==> src/shared/sns_pkg.sv <==
// Shared constants and types for the step note sequencer
package sns_pkg;
  localparam int MEM_DEPTH   = 40;
  localparam int PRELOAD_LEN = 20;
  localparam int KEY_W       = 6;
  localparam int ENTRY_W     = KEY_W + 1;
  localparam int REST_BIT    = KEY_W;
  localparam int CNT_W       = 6;
  localparam int NUM_KEYS    = 37;
  localparam int CLK_PERIOD_NS = 50;
  localparam int STEP_PERIOD_NS_DEF = 125_000_000;
  localparam logic [KEY_W-1:0] REF_KEY   = 6'h0c;
  localparam logic [KEY_W-1:0] XPOSE_TOP = 6'h18;
  localparam logic [CNT_W-1:0] CAP       = 6'h28;
  localparam logic [CNT_W-1:0] LAST_ADDR = 6'h27;
  localparam logic [1:0] BANK_OFF    = 2'h0;
  localparam logic [1:0] BANK_FIRST  = 2'h1;
  localparam logic [1:0] BANK_SECOND = 2'h2;
  localparam int REG_AW = 2;
  localparam int REG_DW = 16;
  localparam logic [REG_AW-1:0] REG_CTRL   = 2'h0;
  localparam logic [REG_AW-1:0] REG_STATUS = 2'h1;
  localparam logic [REG_AW-1:0] REG_XPOSE  = 2'h2;
  localparam int CTRL_HOLD_BIT = 0;

  typedef enum logic [2:0] {
    ST_IDLE = 3'b001,
    ST_PLAY = 3'b010,
    ST_REC  = 3'b100
  } sns_state_t;

  // Low half holds a rising scale, the top half a falling one read downward
  function automatic logic [ENTRY_W-1:0] sns_preload(input int a);
    int k;
    k = (a < PRELOAD_LEN) ? a : NUM_KEYS - MEM_DEPTH + a;
    return {1'b0, k[KEY_W-1:0]};
  endfunction
endpackage

==> src/verilog/sns_note_mem.sv <==
// Shared forty entry note and rest memory with power-on preload
`timescale 1ns/1ps
module sns_note_mem
  import sns_pkg::*;
#(
  parameter int DEPTH = MEM_DEPTH
) (
  input  wire logic                 sys_clk_in,
  input  wire logic                 rst_n_in,
  input  wire logic                 wr_en_in,
  input  wire logic [CNT_W-1:0]     wr_addr_in,
  input  wire logic [ENTRY_W-1:0]   wr_data_in,
  input  wire logic [CNT_W-1:0]     rd_addr_in,
  output logic      [ENTRY_W-1:0]   rd_data_out
);
  import sns_pkg::*;

  typedef struct packed {
    logic [DEPTH-1:0][ENTRY_W-1:0] mem;
  } sns_mem_st_t;

  sns_mem_st_t st_r;
  sns_mem_st_t st_nxt;

  always_comb begin
    st_nxt = st_r;
    if (wr_en_in) begin
      st_nxt.mem[wr_addr_in] = wr_data_in;
    end
  end

  // Contents live only until the next reset, the power-on image returns
  always_ff @(posedge sys_clk_in or negedge rst_n_in) begin
    if (!rst_n_in) begin
      for (int i = 0; i < DEPTH; i++) begin
        st_r.mem[i] <= sns_preload(i); // RULE3 RULE17
      end
    end else begin
      st_r <= st_nxt;
    end
  end

  assign rd_data_out = st_r.mem[rd_addr_in];
endmodule

==> src/verilog/sns_step_clock.sv <==
// Step tick source: internal divider or external clock pulses
`timescale 1ns/1ps
module sns_step_clock #(
  parameter int PERIOD_CYC = 8
) (
  input  wire logic sys_clk_in,
  input  wire logic rst_n_in,
  input  wire logic restart_in,
  input  wire logic repeat_external_mode_in,
  input  wire logic ext_clk_in,
  output logic      tick_out
);
  localparam int CW = $clog2(PERIOD_CYC + 1);
  localparam logic [CW-1:0] WRAP = CW'(PERIOD_CYC - 1);

  typedef struct packed {
    logic [CW-1:0] cnt;
    logic          ext_q;
    logic          tick;
  } sns_clk_st_t;

  sns_clk_st_t st_r;
  sns_clk_st_t st_nxt;
  logic        int_wrap;
  logic        ext_rise;

  always_comb begin
    st_nxt = st_r;
    int_wrap = (st_r.cnt == WRAP);
    ext_rise = ext_clk_in & ~st_r.ext_q;
    st_nxt.ext_q = ext_clk_in;
    st_nxt.cnt = (int_wrap || restart_in) ? '0 : st_r.cnt + 1'b1;
    // External pulses count only in repeat/external mode
    st_nxt.tick = ~restart_in & (repeat_external_mode_in ? ext_rise : int_wrap); // RULE11 RULE20
  end

  always_ff @(posedge sys_clk_in or negedge rst_n_in) begin
    if (!rst_n_in) begin
      st_r <= '0;
    end else begin
      st_r <= st_nxt;
    end
  end

  assign tick_out = st_r.tick;

  property p_ext_ignored;
    @(posedge sys_clk_in) disable iff (!rst_n_in)
    (!repeat_external_mode_in && st_r.cnt != WRAP) |=> !tick_out;
  endproperty
  a_ext_ignored: assert property (p_ext_ignored) else $error("tick without source"); // RULE20
endmodule

==> src/verilog/sns_seq_top.sv <==
// Two-bank step sequencer: recording, looped playback, transposition
// Functional notes
// RULE1 - One forty entry memory shared by both banks in any split.
// RULE2 - Every note or rest plays back as one equal step.
// RULE3 - Power-on preload: rising twenty-step scale first, falling second.
// RULE4 - In play, selecting a bank starts playback of that bank.
// RULE5 - Record switch then bank select; each new key note is appended.
// RULE6 - Record to play to record while recording appends one rest.
// RULE7 - Player releases keys between notes; only fresh presses record.
// RULE8 - A rest is refused as first entry of an empty bank.
// RULE9 - Entry beyond forty in one bank clears it, leaving only the new one.
// RULE10 - Player turns bank selector off before returning switch to play.
// RULE11 - Playback steps once per internal tick or external pulse.
// RULE12 - Playback wraps last to first until the bank is switched off.
// RULE13 - At forty total, recording takes memory from the other bank.
// RULE14 - The other bank is then erased; recorded bank keeps its entries.
// RULE15 - Keys are thirty-seven chromatic numbers, lowest C upward.
// RULE16 - Low two-octave key in playback transposes by offset from middle C.
// RULE17 - Contents and transposition are lost on reset.
// RULE18 - No recording while the arpeggiator is active.
// RULE19 - Arpeggiator latching via record switch leaves banks unchanged.
// RULE20 - External clock honoured only in repeat/external mode.
// RULE21 - Note step outputs transposed key with gate; rest drops gate.
// RULE22 - Playback starts at first entry; bank off stops and drops gate.
//
// Chosen here: the register addresses and strobed register access.
`timescale 1ns/1ps
module sns_seq_top
  import sns_pkg::*;
#(
  parameter int STEP_PERIOD_NS = STEP_PERIOD_NS_DEF,
  parameter int STEP_CYC       = STEP_PERIOD_NS / CLK_PERIOD_NS
) (
  input  wire logic                 sys_clk_in,
  input  wire logic                 rst_n_in,
  input  wire logic                 key_down_in,
  input  wire logic [KEY_W-1:0]     key_num_in,
  input  wire logic                 record_sel_in,
  input  wire logic [1:0]           bank_sel_in,
  input  wire logic                 arp_active_in,
  input  wire logic                 repeat_external_mode_in,
  input  wire logic                 ext_clk_in,
  input  wire logic [REG_AW-1:0]    reg_addr_in,
  input  wire logic [REG_DW-1:0]    reg_wdata_in,
  input  wire logic                 reg_wr_in,
  input  wire logic                 reg_rd_in,
  output logic      [REG_DW-1:0]    reg_rdata_out,
  output logic      [ENTRY_W-1:0]   note_out,
  output logic                      gate_out,
  output logic                      playing_out,
  output logic                      recording_out
);
  import sns_pkg::*;

  typedef struct packed {
    sns_state_t          state;
    logic [1:0]          bank;
    logic [CNT_W-1:0]    idx;
    logic [CNT_W-1:0]    cnt1;
    logic [CNT_W-1:0]    cnt2;
    logic                key_q;
    logic                rec_q;
    logic                rest_arm;
    logic [KEY_W-1:0]    xpose;
    logic                hold;
    logic [ENTRY_W-1:0]  note;
    logic                gate;
    logic [REG_DW-1:0]   rdata;
  } sns_top_st_t;

  sns_top_st_t         st_r;
  sns_top_st_t         st_nxt;
  logic                tick;
  logic                fresh;
  logic                note_ev;
  logic                rest_ev;
  logic                app_en;
  logic [ENTRY_W-1:0]  app_data;
  logic [CNT_W-1:0]    wr_addr;
  logic [CNT_W-1:0]    rd_addr;
  logic [ENTRY_W-1:0]  rd_data;
  logic [CNT_W-1:0]    cur;
  logic [CNT_W-1:0]    oth;
  logic [CNT_W-1:0]    play_cnt;
  logic                first;

  sns_step_clock #(
    .PERIOD_CYC (STEP_CYC)
  ) u_clk (
    .sys_clk_in    (sys_clk_in),
    .rst_n_in      (rst_n_in),
    .restart_in    (st_r.state != ST_PLAY),
    .repeat_external_mode_in (repeat_external_mode_in),
    .ext_clk_in    (ext_clk_in),
    .tick_out      (tick)
  );

  sns_note_mem u_mem (
    .sys_clk_in  (sys_clk_in),
    .rst_n_in    (rst_n_in),
    .wr_en_in    (app_en),
    .wr_addr_in  (wr_addr),
    .wr_data_in  (app_data),
    .rd_addr_in  (rd_addr),
    .rd_data_out (rd_data)
  );

  // First bank fills upward from zero, second downward from the top
  assign first    = (st_r.bank == BANK_FIRST);
  assign rd_addr  = first ? st_r.idx : LAST_ADDR - st_r.idx; // RULE1
  assign play_cnt = first ? st_r.cnt1 : st_r.cnt2;
  assign fresh    = key_down_in & ~st_r.key_q; // RULE7 RULE15

  always_comb begin
    st_nxt = st_r;
    st_nxt.key_q = key_down_in;
    st_nxt.rec_q = record_sel_in;
    cur = first ? st_r.cnt1 : st_r.cnt2;
    oth = first ? st_r.cnt2 : st_r.cnt1;
    note_ev = (st_r.state == ST_REC) && fresh; // RULE5
    rest_ev = (st_r.state == ST_REC) && record_sel_in && !st_r.rec_q && st_r.rest_arm; // RULE6
    // Empty bank refuses a rest; arpeggiator blocks every write
    app_en = (note_ev || (rest_ev && cur != '0)) && !arp_active_in; // RULE8 RULE18 RULE19
    app_data = note_ev ? {1'b0, key_num_in} : {1'b1, {KEY_W{1'b0}}};
    wr_addr = first ? cur : LAST_ADDR - cur;
    if (app_en) begin
      if (cur == CAP) begin
        wr_addr = first ? '0 : LAST_ADDR; // RULE9
        cur = 6'h01;
      end else begin
        if (cur + oth >= CAP) begin
          oth = '0; // RULE13 RULE14
        end
        cur = cur + 1'b1;
      end
      st_nxt.cnt1 = first ? cur : oth;
      st_nxt.cnt2 = first ? oth : cur;
    end
    unique case (st_r.state)
      ST_IDLE: begin
        st_nxt.gate = 1'b0;
        if (bank_sel_in != BANK_OFF) begin
          st_nxt.bank = bank_sel_in;
          st_nxt.idx = '0; // RULE22
          st_nxt.rest_arm = 1'b0;
          if (!record_sel_in) begin
            st_nxt.state = ST_PLAY; // RULE4
          end else if (!arp_active_in) begin
            st_nxt.state = ST_REC; // RULE5 RULE18
          end
        end
      end
      ST_PLAY: begin
        if (bank_sel_in != st_r.bank) begin
          st_nxt.state = ST_IDLE;
          st_nxt.gate = 1'b0; // RULE22
        end else begin
          if (fresh && key_num_in <= XPOSE_TOP) begin
            st_nxt.xpose = key_num_in - REF_KEY; // RULE16
          end
          // Holding stops stepping but keeps the current step sounding
          if (tick && !st_r.hold) begin // RULE11 RULE2
            if (play_cnt == '0) begin
              st_nxt.gate = 1'b0;
            end else begin
              st_nxt.gate = ~rd_data[REST_BIT]; // RULE21
              st_nxt.note = rd_data[REST_BIT] ? st_r.note
                          : ENTRY_W'({1'b0, rd_data[KEY_W-1:0]} + {st_r.xpose[KEY_W-1], st_r.xpose});
              st_nxt.idx = (st_r.idx + 1'b1 >= play_cnt) ? '0 : st_r.idx + 1'b1; // RULE12
            end
          end
        end
      end
      ST_REC: begin
        st_nxt.gate = 1'b0;
        if (bank_sel_in != st_r.bank) begin
          st_nxt.state = ST_IDLE; // RULE10
        end else if (!record_sel_in) begin
          st_nxt.rest_arm = 1'b1;
        end else if (rest_ev) begin
          st_nxt.rest_arm = 1'b0;
        end
      end
    endcase
    if (reg_wr_in && reg_addr_in == REG_CTRL) begin
      st_nxt.hold = reg_wdata_in[CTRL_HOLD_BIT];
    end
    st_nxt.rdata = '0;
    if (reg_rd_in) begin
      unique case (reg_addr_in)
        REG_CTRL:   st_nxt.rdata = REG_DW'(st_r.hold);
        REG_STATUS: st_nxt.rdata = REG_DW'({st_r.state, st_r.cnt2, st_r.cnt1});
        REG_XPOSE:  st_nxt.rdata = REG_DW'(st_r.xpose);
        default:    st_nxt.rdata = '0;
      endcase
    end
  end

  // Transposition returns to zero through reset or a REF_KEY press in playback
  always_ff @(posedge sys_clk_in or negedge rst_n_in) begin
    if (!rst_n_in) begin
      st_r <= '0;
      st_r.state <= ST_IDLE;
      st_r.cnt1 <= CNT_W'(PRELOAD_LEN); // RULE3
      st_r.cnt2 <= CNT_W'(PRELOAD_LEN);
    end else begin
      st_r <= st_nxt;
    end
  end

  assign reg_rdata_out = st_r.rdata;
  assign note_out      = st_r.note;
  assign gate_out      = st_r.gate;
  assign playing_out   = (st_r.state == ST_PLAY);
  assign recording_out = (st_r.state == ST_REC);

  property p_cap_total;
    @(posedge sys_clk_in) disable iff (!rst_n_in)
    (7'(st_r.cnt1) + 7'(st_r.cnt2)) <= 7'(CAP);
  endproperty
  a_cap_total: assert property (p_cap_total) else $error("banks exceed memory"); // RULE1

  property p_start_first;
    @(posedge sys_clk_in) disable iff (!rst_n_in)
    $rose(playing_out) |-> st_r.idx == '0 && !gate_out;
  endproperty
  a_start_first: assert property (p_start_first) else $error("play not at first"); // RULE22

  property p_wrap;
    @(posedge sys_clk_in) disable iff (!rst_n_in)
    (playing_out && tick && !st_r.hold && bank_sel_in == st_r.bank && play_cnt != '0
     && st_r.idx == play_cnt - 1'b1) |=> st_r.idx == '0;
  endproperty
  a_wrap: assert property (p_wrap) else $error("no wrap at end"); // RULE12

  property p_step_only_tick;
    @(posedge sys_clk_in) disable iff (!rst_n_in)
    (playing_out && !tick && bank_sel_in == st_r.bank) |=> $stable(st_r.idx);
  endproperty
  a_step_only_tick: assert property (p_step_only_tick) else $error("step without tick"); // RULE11

  property p_full_clear;
    @(posedge sys_clk_in) disable iff (!rst_n_in)
    (app_en && first && st_r.cnt1 == CAP) |=> st_r.cnt1 == 6'h01;
  endproperty
  a_full_clear: assert property (p_full_clear) else $error("full bank not cleared"); // RULE9

  property p_steal;
    @(posedge sys_clk_in) disable iff (!rst_n_in)
    (app_en && first && st_r.cnt1 != CAP && st_r.cnt1 + st_r.cnt2 >= CAP)
    |=> st_r.cnt2 == '0 && st_r.cnt1 == $past(st_r.cnt1) + 1'b1;
  endproperty
  a_steal: assert property (p_steal) else $error("no steal at limit"); // RULE13 RULE14

  property p_no_lead_rest;
    @(posedge sys_clk_in) disable iff (!rst_n_in)
    (rest_ev && !note_ev && play_cnt == '0) |-> !app_en;
  endproperty
  a_no_lead_rest: assert property (p_no_lead_rest) else $error("leading rest taken"); // RULE8

  property p_arp_block;
    @(posedge sys_clk_in) disable iff (!rst_n_in)
    arp_active_in |=> $stable(st_r.cnt1) && $stable(st_r.cnt2);
  endproperty
  a_arp_block: assert property (p_arp_block) else $error("write under arpeggio"); // RULE18

  property p_xpose;
    @(posedge sys_clk_in) disable iff (!rst_n_in)
    (playing_out && bank_sel_in == st_r.bank && fresh && key_num_in <= XPOSE_TOP)
    |=> st_r.xpose == $past(key_num_in) - REF_KEY;
  endproperty
  a_xpose: assert property (p_xpose) else $error("transpose wrong"); // RULE16

  property p_rest_gate;
    @(posedge sys_clk_in) disable iff (!rst_n_in)
    (playing_out && tick && !st_r.hold && bank_sel_in == st_r.bank && play_cnt != '0)
    |=> gate_out == !$past(rd_data[REST_BIT]);
  endproperty
  a_rest_gate: assert property (p_rest_gate) else $error("gate mismatch"); // RULE21

  c_play_wrap: cover property (@(posedge sys_clk_in) disable iff (!rst_n_in)
    playing_out && tick && st_r.idx != '0 ##1 st_r.idx == '0);
  c_steal: cover property (@(posedge sys_clk_in) disable iff (!rst_n_in)
    app_en && play_cnt != CAP && 7'(st_r.cnt1) + 7'(st_r.cnt2) >= 7'(CAP));
  c_rest: cover property (@(posedge sys_clk_in) disable iff (!rst_n_in)
    rest_ev && app_en);
endmodule

==> config.mk <==
export PLATFORM = sky130hd
export DESIGN_NAME = sns_seq_top
export DESIGN_NICKNAME = d
export VERILOG_FILES = /design/src/shared/sns_pkg.sv /design/src/verilog/sns_note_mem.sv /design/src/verilog/sns_step_clock.sv /design/src/verilog/sns_seq_top.sv
export SDC_FILE = /design/constraint.sdc
export NUM_CORES = 1
export LEC_CHECK = 0
export ABC_AREA = 1
export BUFFER_PORTS_ARGS = -buffer_cell sky130_fd_sc_hd__buf_2
export CAP_MARGIN = 5
export CORE_MARGIN = 5
export CORE_UTILIZATION = 60
export DETAILED_ROUTE_END_ITERATION = 8
export PLACE_DENSITY = 0.77
export SYNTH_ARGS = -nofsm -noshare
export SYNTH_HDL_FRONTEND = slang
export SYNTH_HIERARCHICAL = 1
export SYNTH_SLANG_ARGS = --single-unit
export TNS_END_PERCENT = 30
==> constraint.sdc <==
create_clock -name sys_clk_in -period 5.7 [get_ports sys_clk_in]
set_clock_uncertainty 0.1 [all_clocks]
set_input_delay 0.57 -clock sys_clk_in [delete_from_list [all_inputs] [get_ports sys_clk_in]]
set_output_delay 0.57 -clock sys_clk_in [all_outputs]
set_load 0.02 [all_outputs]
-- Word-level counts from Yosys, hierarchy flattened
Cells that the tools add are included.
- $lt $le $gt $ge: 6
- add/subtract/negate cells: 8
- reduce and logical (&&, ||, !) cells: 29
- mux-type cells: 41
- equal/unequal tests: 19
- bitwise operators: 9
- operators with widths (cell ; number):
    $bwmux 280 ; 1
    $mux 6 ; 16
    $pmux 15 s3 ; 1
    $bmux 7 s6 ; 1
    $demux 7 s6 ; 1
    $add 22x1->22 const B ; 1
    $eq 22x22->1 const B ; 1
    $mux 22 ; 1
    $mux 7 ; 3
    $mux 15 ; 1
    $lt 6x7->1 const B ; 2
    $add 6x1->6 const B ; 2
    $pmux 6 s2 ; 1
    $sub 6x6->6 const A ; 2
    $mux 11 ; 1
    $logic_and 1x1->1 ; 10
    $reduce_and 5->1 ; 2
    $mux 3 ; 3
    $mux 1 ; 8
    $ne 2x2->1 const B ; 4
    $add 6x7->7 ; 1
    $add 6x6->6 ; 1
    $eq 6x6->1 const B ; 1
    $ge 6x1->1 const B ; 1
    other kinds (28) ; 46
- word-level logic and storage cells: 168
- input bits: 35
- bits in registers: 361
- output and inout port bits: 26

-- Longest topological paths before layout
- depth in word-level cells: 13
- depth in mapped cells: 26

-- Cells and area by module
Netlist, hierarchy kept.
- modules (own cells, without submodules) (module ; cells each ; instances ; area each (sq um) ; sequential area each (sq um)):
    sns_note_mem ; 1654 ; 1 ; 13183.9 ; 7128.1
    sns_seq_top ; 534 ; 1 ; 3956.3 ; 1407.6
    sns_step_clock ; 190 ; 1 ; 1396.3 ; 600.6

-- Worst setup path after synthesis
OpenSTA, ideal clock, no wires.
- path kind: flip-flop to flip-flop
- start point: register, netlist name st_r[52]
- end point: register st_r, in the netlist note_out[6]
- clock period less this slack: 3532 ps
- arrival time: 3304 ps
- path buffers: 6
- path slack: 2168 ps
- cell stages (with the launch flop): 21
- required time: 5472 ps
- cell sequence: dfrtp_1 buf_6 nand2_4 buf_6 clkbuf_1 xor2_1 clkbuf_1 buf_2 clkbuf_1 o21ai_0 o221ai_1 o211ai_1 nand2_1 ha_1 inv_1 fa_1 inv_1 nand4_1 nand3_1 xor2_1 o21ai_0
- RTL lines (item ; RTL line ; text):
    to (signal assigned) ; sns_seq_top.sv:207 ; st_r <= st_nxt;
    to (decl) ; sns_seq_top.sv:71 ; sns_top_st_t st_r;

==> flow_metrics.env <==
export IMPL_ant_nets=0
export IMPL_critical_path_max_fanout=22
export IMPL_worstPathRequired_ps=6030
export IMPL_end_kind="flop"
export IMPL_r2r_end="u_mem/st_r[110]$_DFFE_PN0P_"
export IMPL_cts_clk_slew_worst_paths_ps=60
export IMPL_n_antenna_cell=0
export IMPL_ctsResizeCount=0
export IMPL_rrSetupSlack_ps=1060
export IMPL_fin_util_pct=66.0
export IMPL_synth_edf_count=0
export IMPL_grt_max_degree=150
export IMPL_max_stage_delay_ps=730
export IMPL_grt_usage_pct=27.4
export IMPL_io_pins=61
export IMPL_async_reset_ff_share_pct=100
export IMPL_reg2reg_depth=17
export IMPL_worstSkewPairLatency_ps=540
export IMPL_cap_violations=0
export IMPL_cts_sinks=360
export IMPL_fin_hold_ws_ps=-38.4
export IMPL_syn_to_final_growth_pct=8.63
export IMPL_coreArea_sq_um=30500
export IMPL_r2r_start="st_r[52]$_DFFE_PN0P_"
export IMPL_hp_class="input port to async pin"
export IMPL_start_util_pct=60.8
export IMPL_path_buf_inv=3
export IMPL_slew_violations=0
export IMPL_critPathSlowestCell="nor4_2"
export IMPL_cts_hold_buf=0
export IMPL_synth_top_area_share_pct=34.8
export IMPL_drc=0
export IMPL_post_cts_setup_buffers=0
export IMPL_ys_types=47
export IMPL_dr_first_iter_drc_count=1694
export IMPL_grt_first_pass_wirelength_mm=77.4
export IMPL_cts_buffer_depth=3
export IMPL_wire_per_inst_um=17.0
export IMPL_cts_tree="built"
export IMPL_vias_per_cell=5.74
export IMPL_p_leak_nw=9.13
export IMPL_root_buffer="clkbuf_16"
export IMPL_yosys_warnings=6
export IMPL_crit_family="simple AND/OR/NAND/NOR gates"
export IMPL_die_width_um=186
export IMPL_path_common_cell="nand2_1"
export IMPL_hold_viol=9
export IMPL_layout_setup_ws_ps=1060
export IMPL_synth_top_cell_by_area="dfrtp_1"
export IMPL_ys_seq_area_share_pct=49.3
export IMPL_rsz0062_at_grt="false"
export IMPL_io_buffers=44
export IMPL_outcome="finished, violations left"
export IMPL_start_kind="flop"
export IMPL_setup_viol=0
export IMPL_worst_pin_slew_ps=1160
export IMPL_syn_instance_count=2378
export IMPL_worstPathCellList="nand2_4, nand2_1, nand2_1, inv_1, ha_1, nand3_2, nor2_2, nand2_1, inv_1, nand2_1, nand2_1, nand2_1, nand2_1, inv_1, nor4_2, nand2_1, o21ai_0"
export IMPL_synth_area_leaders="dfrtp_1 (35%), nand2_1 (16%), dfstp_2 (14%), o21ai_0 (8.3%), nand3_1 (6.4%)"
export IMPL_num_vias=15800
export IMPL_rows=64
export IMPL_synth_flop_cell="dfrtp_1"
export IMPL_period_minus_slack_ps=4640
export IMPL_grt_pass1_vias=15100
export IMPL_pre_cts_ws_ps=1190
export IMPL_timing_fmax_mhz=215
export IMPL_htree_levels=2
export IMPL_dieArea_sq_um=34500
export IMPL_routabilityCongestion=0.943
export IMPL_fp_dieH_um=186
export IMPL_ys_ff_latch=360
export IMPL_netlist_area_sq_um=18500
export IMPL_power_density_nw_per_um2=491
export IMPL_worstSetupPathType="flop to flop"
export IMPL_antenna_found_initial=0
export IMPL_syn_nets=2442
export IMPL_final_net_count=2395
export IMPL_syn_avg_cell_area_sq_um=7.80
export IMPL_ir_drop_v=0.000432
export IMPL_fin_tns_setup_ps=0
export IMPL_period_share_pct=81.4
export IMPL_total_power_mw=9.89
export IMPL_cts_buffers=40
export IMPL_slew_headroom_pct=22.4
export IMPL_drive_above_1_share_pct=12.0
export IMPL_worst_ep_arrival_time_ps=4970
export IMPL_violations="hold timing"
export IMPL_first_pass_iters=8
export IMPL_overflow=0
export IMPL_dp_hpwl_mm=29.6
export IMPL_totalWireLength_mm=46.8
## how the worst max path moves through the flow
stage | startpoint | end | slack [ps] | cells after the start
6_report | st_r[52]$_DFFE_PN0P_ | u_mem/st_r[110]$_DFFE_PN0P_ | 1060 | 17
5_1_grt | st_r[52]$_DFFE_PN0P_ | u_mem/st_r[110]$_DFFE_PN0P_ | 730 | 17
4_1_cts | st_r[52]$_DFFE_PN0P_ | u_mem/st_r[110]$_DFFE_PN0P_ | 1170 | 17
3_5_place_dp | st_r[52]$_DFFE_PN0P_ | u_mem/st_r[222]$_DFFE_PN0P_ | 1190 | 18
3_3_place_gp | st_r[52]$_DFFE_PN0P_ | u_mem/st_r[222]$_DFFE_PN0P_ | 1250 | 18
2_1_floorplan | st_r[52]$_DFFE_PN0P_ | note_out[6]$_DFFE_PN0P_ | 2170 | 20
## cells by family (layout without fill, tap and decap cells)
| family | Yosys count | in the layout | share of synthesized area (%) |
|---|---|---|---|
| adders and majority gates | 29 | 29 | 2.04 |
| and+or+nand+nor | 1232 | 1232 | 28.2 |
| other | 1 | 1 | 0.0202 |
| AOI/OAI and AO/OA | 401 | 401 | 11.3 |
| buffers and inverters | 324 | 309 | 7.61 |
| xor gates and xnor gates | 31 | 31 | 1.51 |
| DFF | 360 | 360 | 49.3 |
## registers in the layout, summed over array words and instances (netlist names)
| name | count |
|---|---|
| gate_out | 1 |
| note_out | 7 |
| reg_rdata_out | 15 |
| st_r | 33 |
| u_clk/st_r | 23 |
| u_clk/tick_out | 1 |
| u_mem/st_r | 280 |
## layout make-up
cell class,instances,area (sq um)
Multi-Input combinational cell,1694,8050
Fill cell,2513,10400
Clock buffer,67,1210
Timing Repair Buffer,72,515
Tap cell,396,495
Sequential cell,360,9140
Inverter,163,613
Clock inverter,7,118
## per-layer routing
| metal | part of all wire (%) | vias to the layer above | global-route usage [%] |
|---|---|---|---|
| met5 | 0 | - | 0 |
| met4 | 3.1 | 0 | 9.36 |
| met3 | 7.7 | 113 | 4.20 |
| met2 | 46 | 651 | 43.4 |
| met1 | 44 | 7513 | 39.1 |
| li1 | - | 7566 | - |
## where the power goes
part | switching (mW) | total, mW | leakage [nW] | internal, mW
sequential | 0.174 | 2.95 | 4.59 | 2.78
combinational | 3.09 | 4.34 | 3.89 | 1.25
clock | 1.01 | 2.60 | 0.649 | 1.59
## synth_stat cells (all sizes together) (3+ instances only)
cell type / n
nand4: 18
nand2: 794
nand3: 242
o22ai: 3
a21oi: 54
xnor2: 6
clkbuf: 80
inv: 162
nor2: 151
dfstp: 102
o221ai: 7
dfrtp: 258
nor4: 8
buf: 81
xor2: 25
o211ai: 10
nor3: 18
o21ai: 314
ha: 27
a31oi: 4
## placed cells by master (no fill, tap or decap), types with 7 or more instances in the layout
cell,synthesis,layout
o221ai_1,7,7
o21ai_1,7,7
nand4_1,18,18
a21oi_1,53,53
buf_2,30,43
xor2_1,25,22
clkbuf_1,80,17
inv_1,157,157
nand2_1,782,782
dfrtp_1,258,258
nor2_1,135,135
nor2_2,11,11
nand2_2,8,8
o211ai_1,10,10
nand3_1,236,236
clkbuf_16,0,41
dfstp_2,102,102
nor3_1,14,14
clkbuf_8,0,9
ha_1,27,27
buf_4,32,22
o21ai_0,307,307
## through the flow
| step | instance area, sq um | std cells |
|---|---|---|
| 2_1_floorplan | 18500 | 2378 |
| 5_1_grt | 20100 | 2759 |
| 6_report | 20100 | 2759 |
| 4_1_cts | 20100 | 2759 |
| 3_3_place_gp | 18800 | 2685 |
| 3_5_place_dp | 18800 | 2685 |
Power figures use the tool's default switching activity.
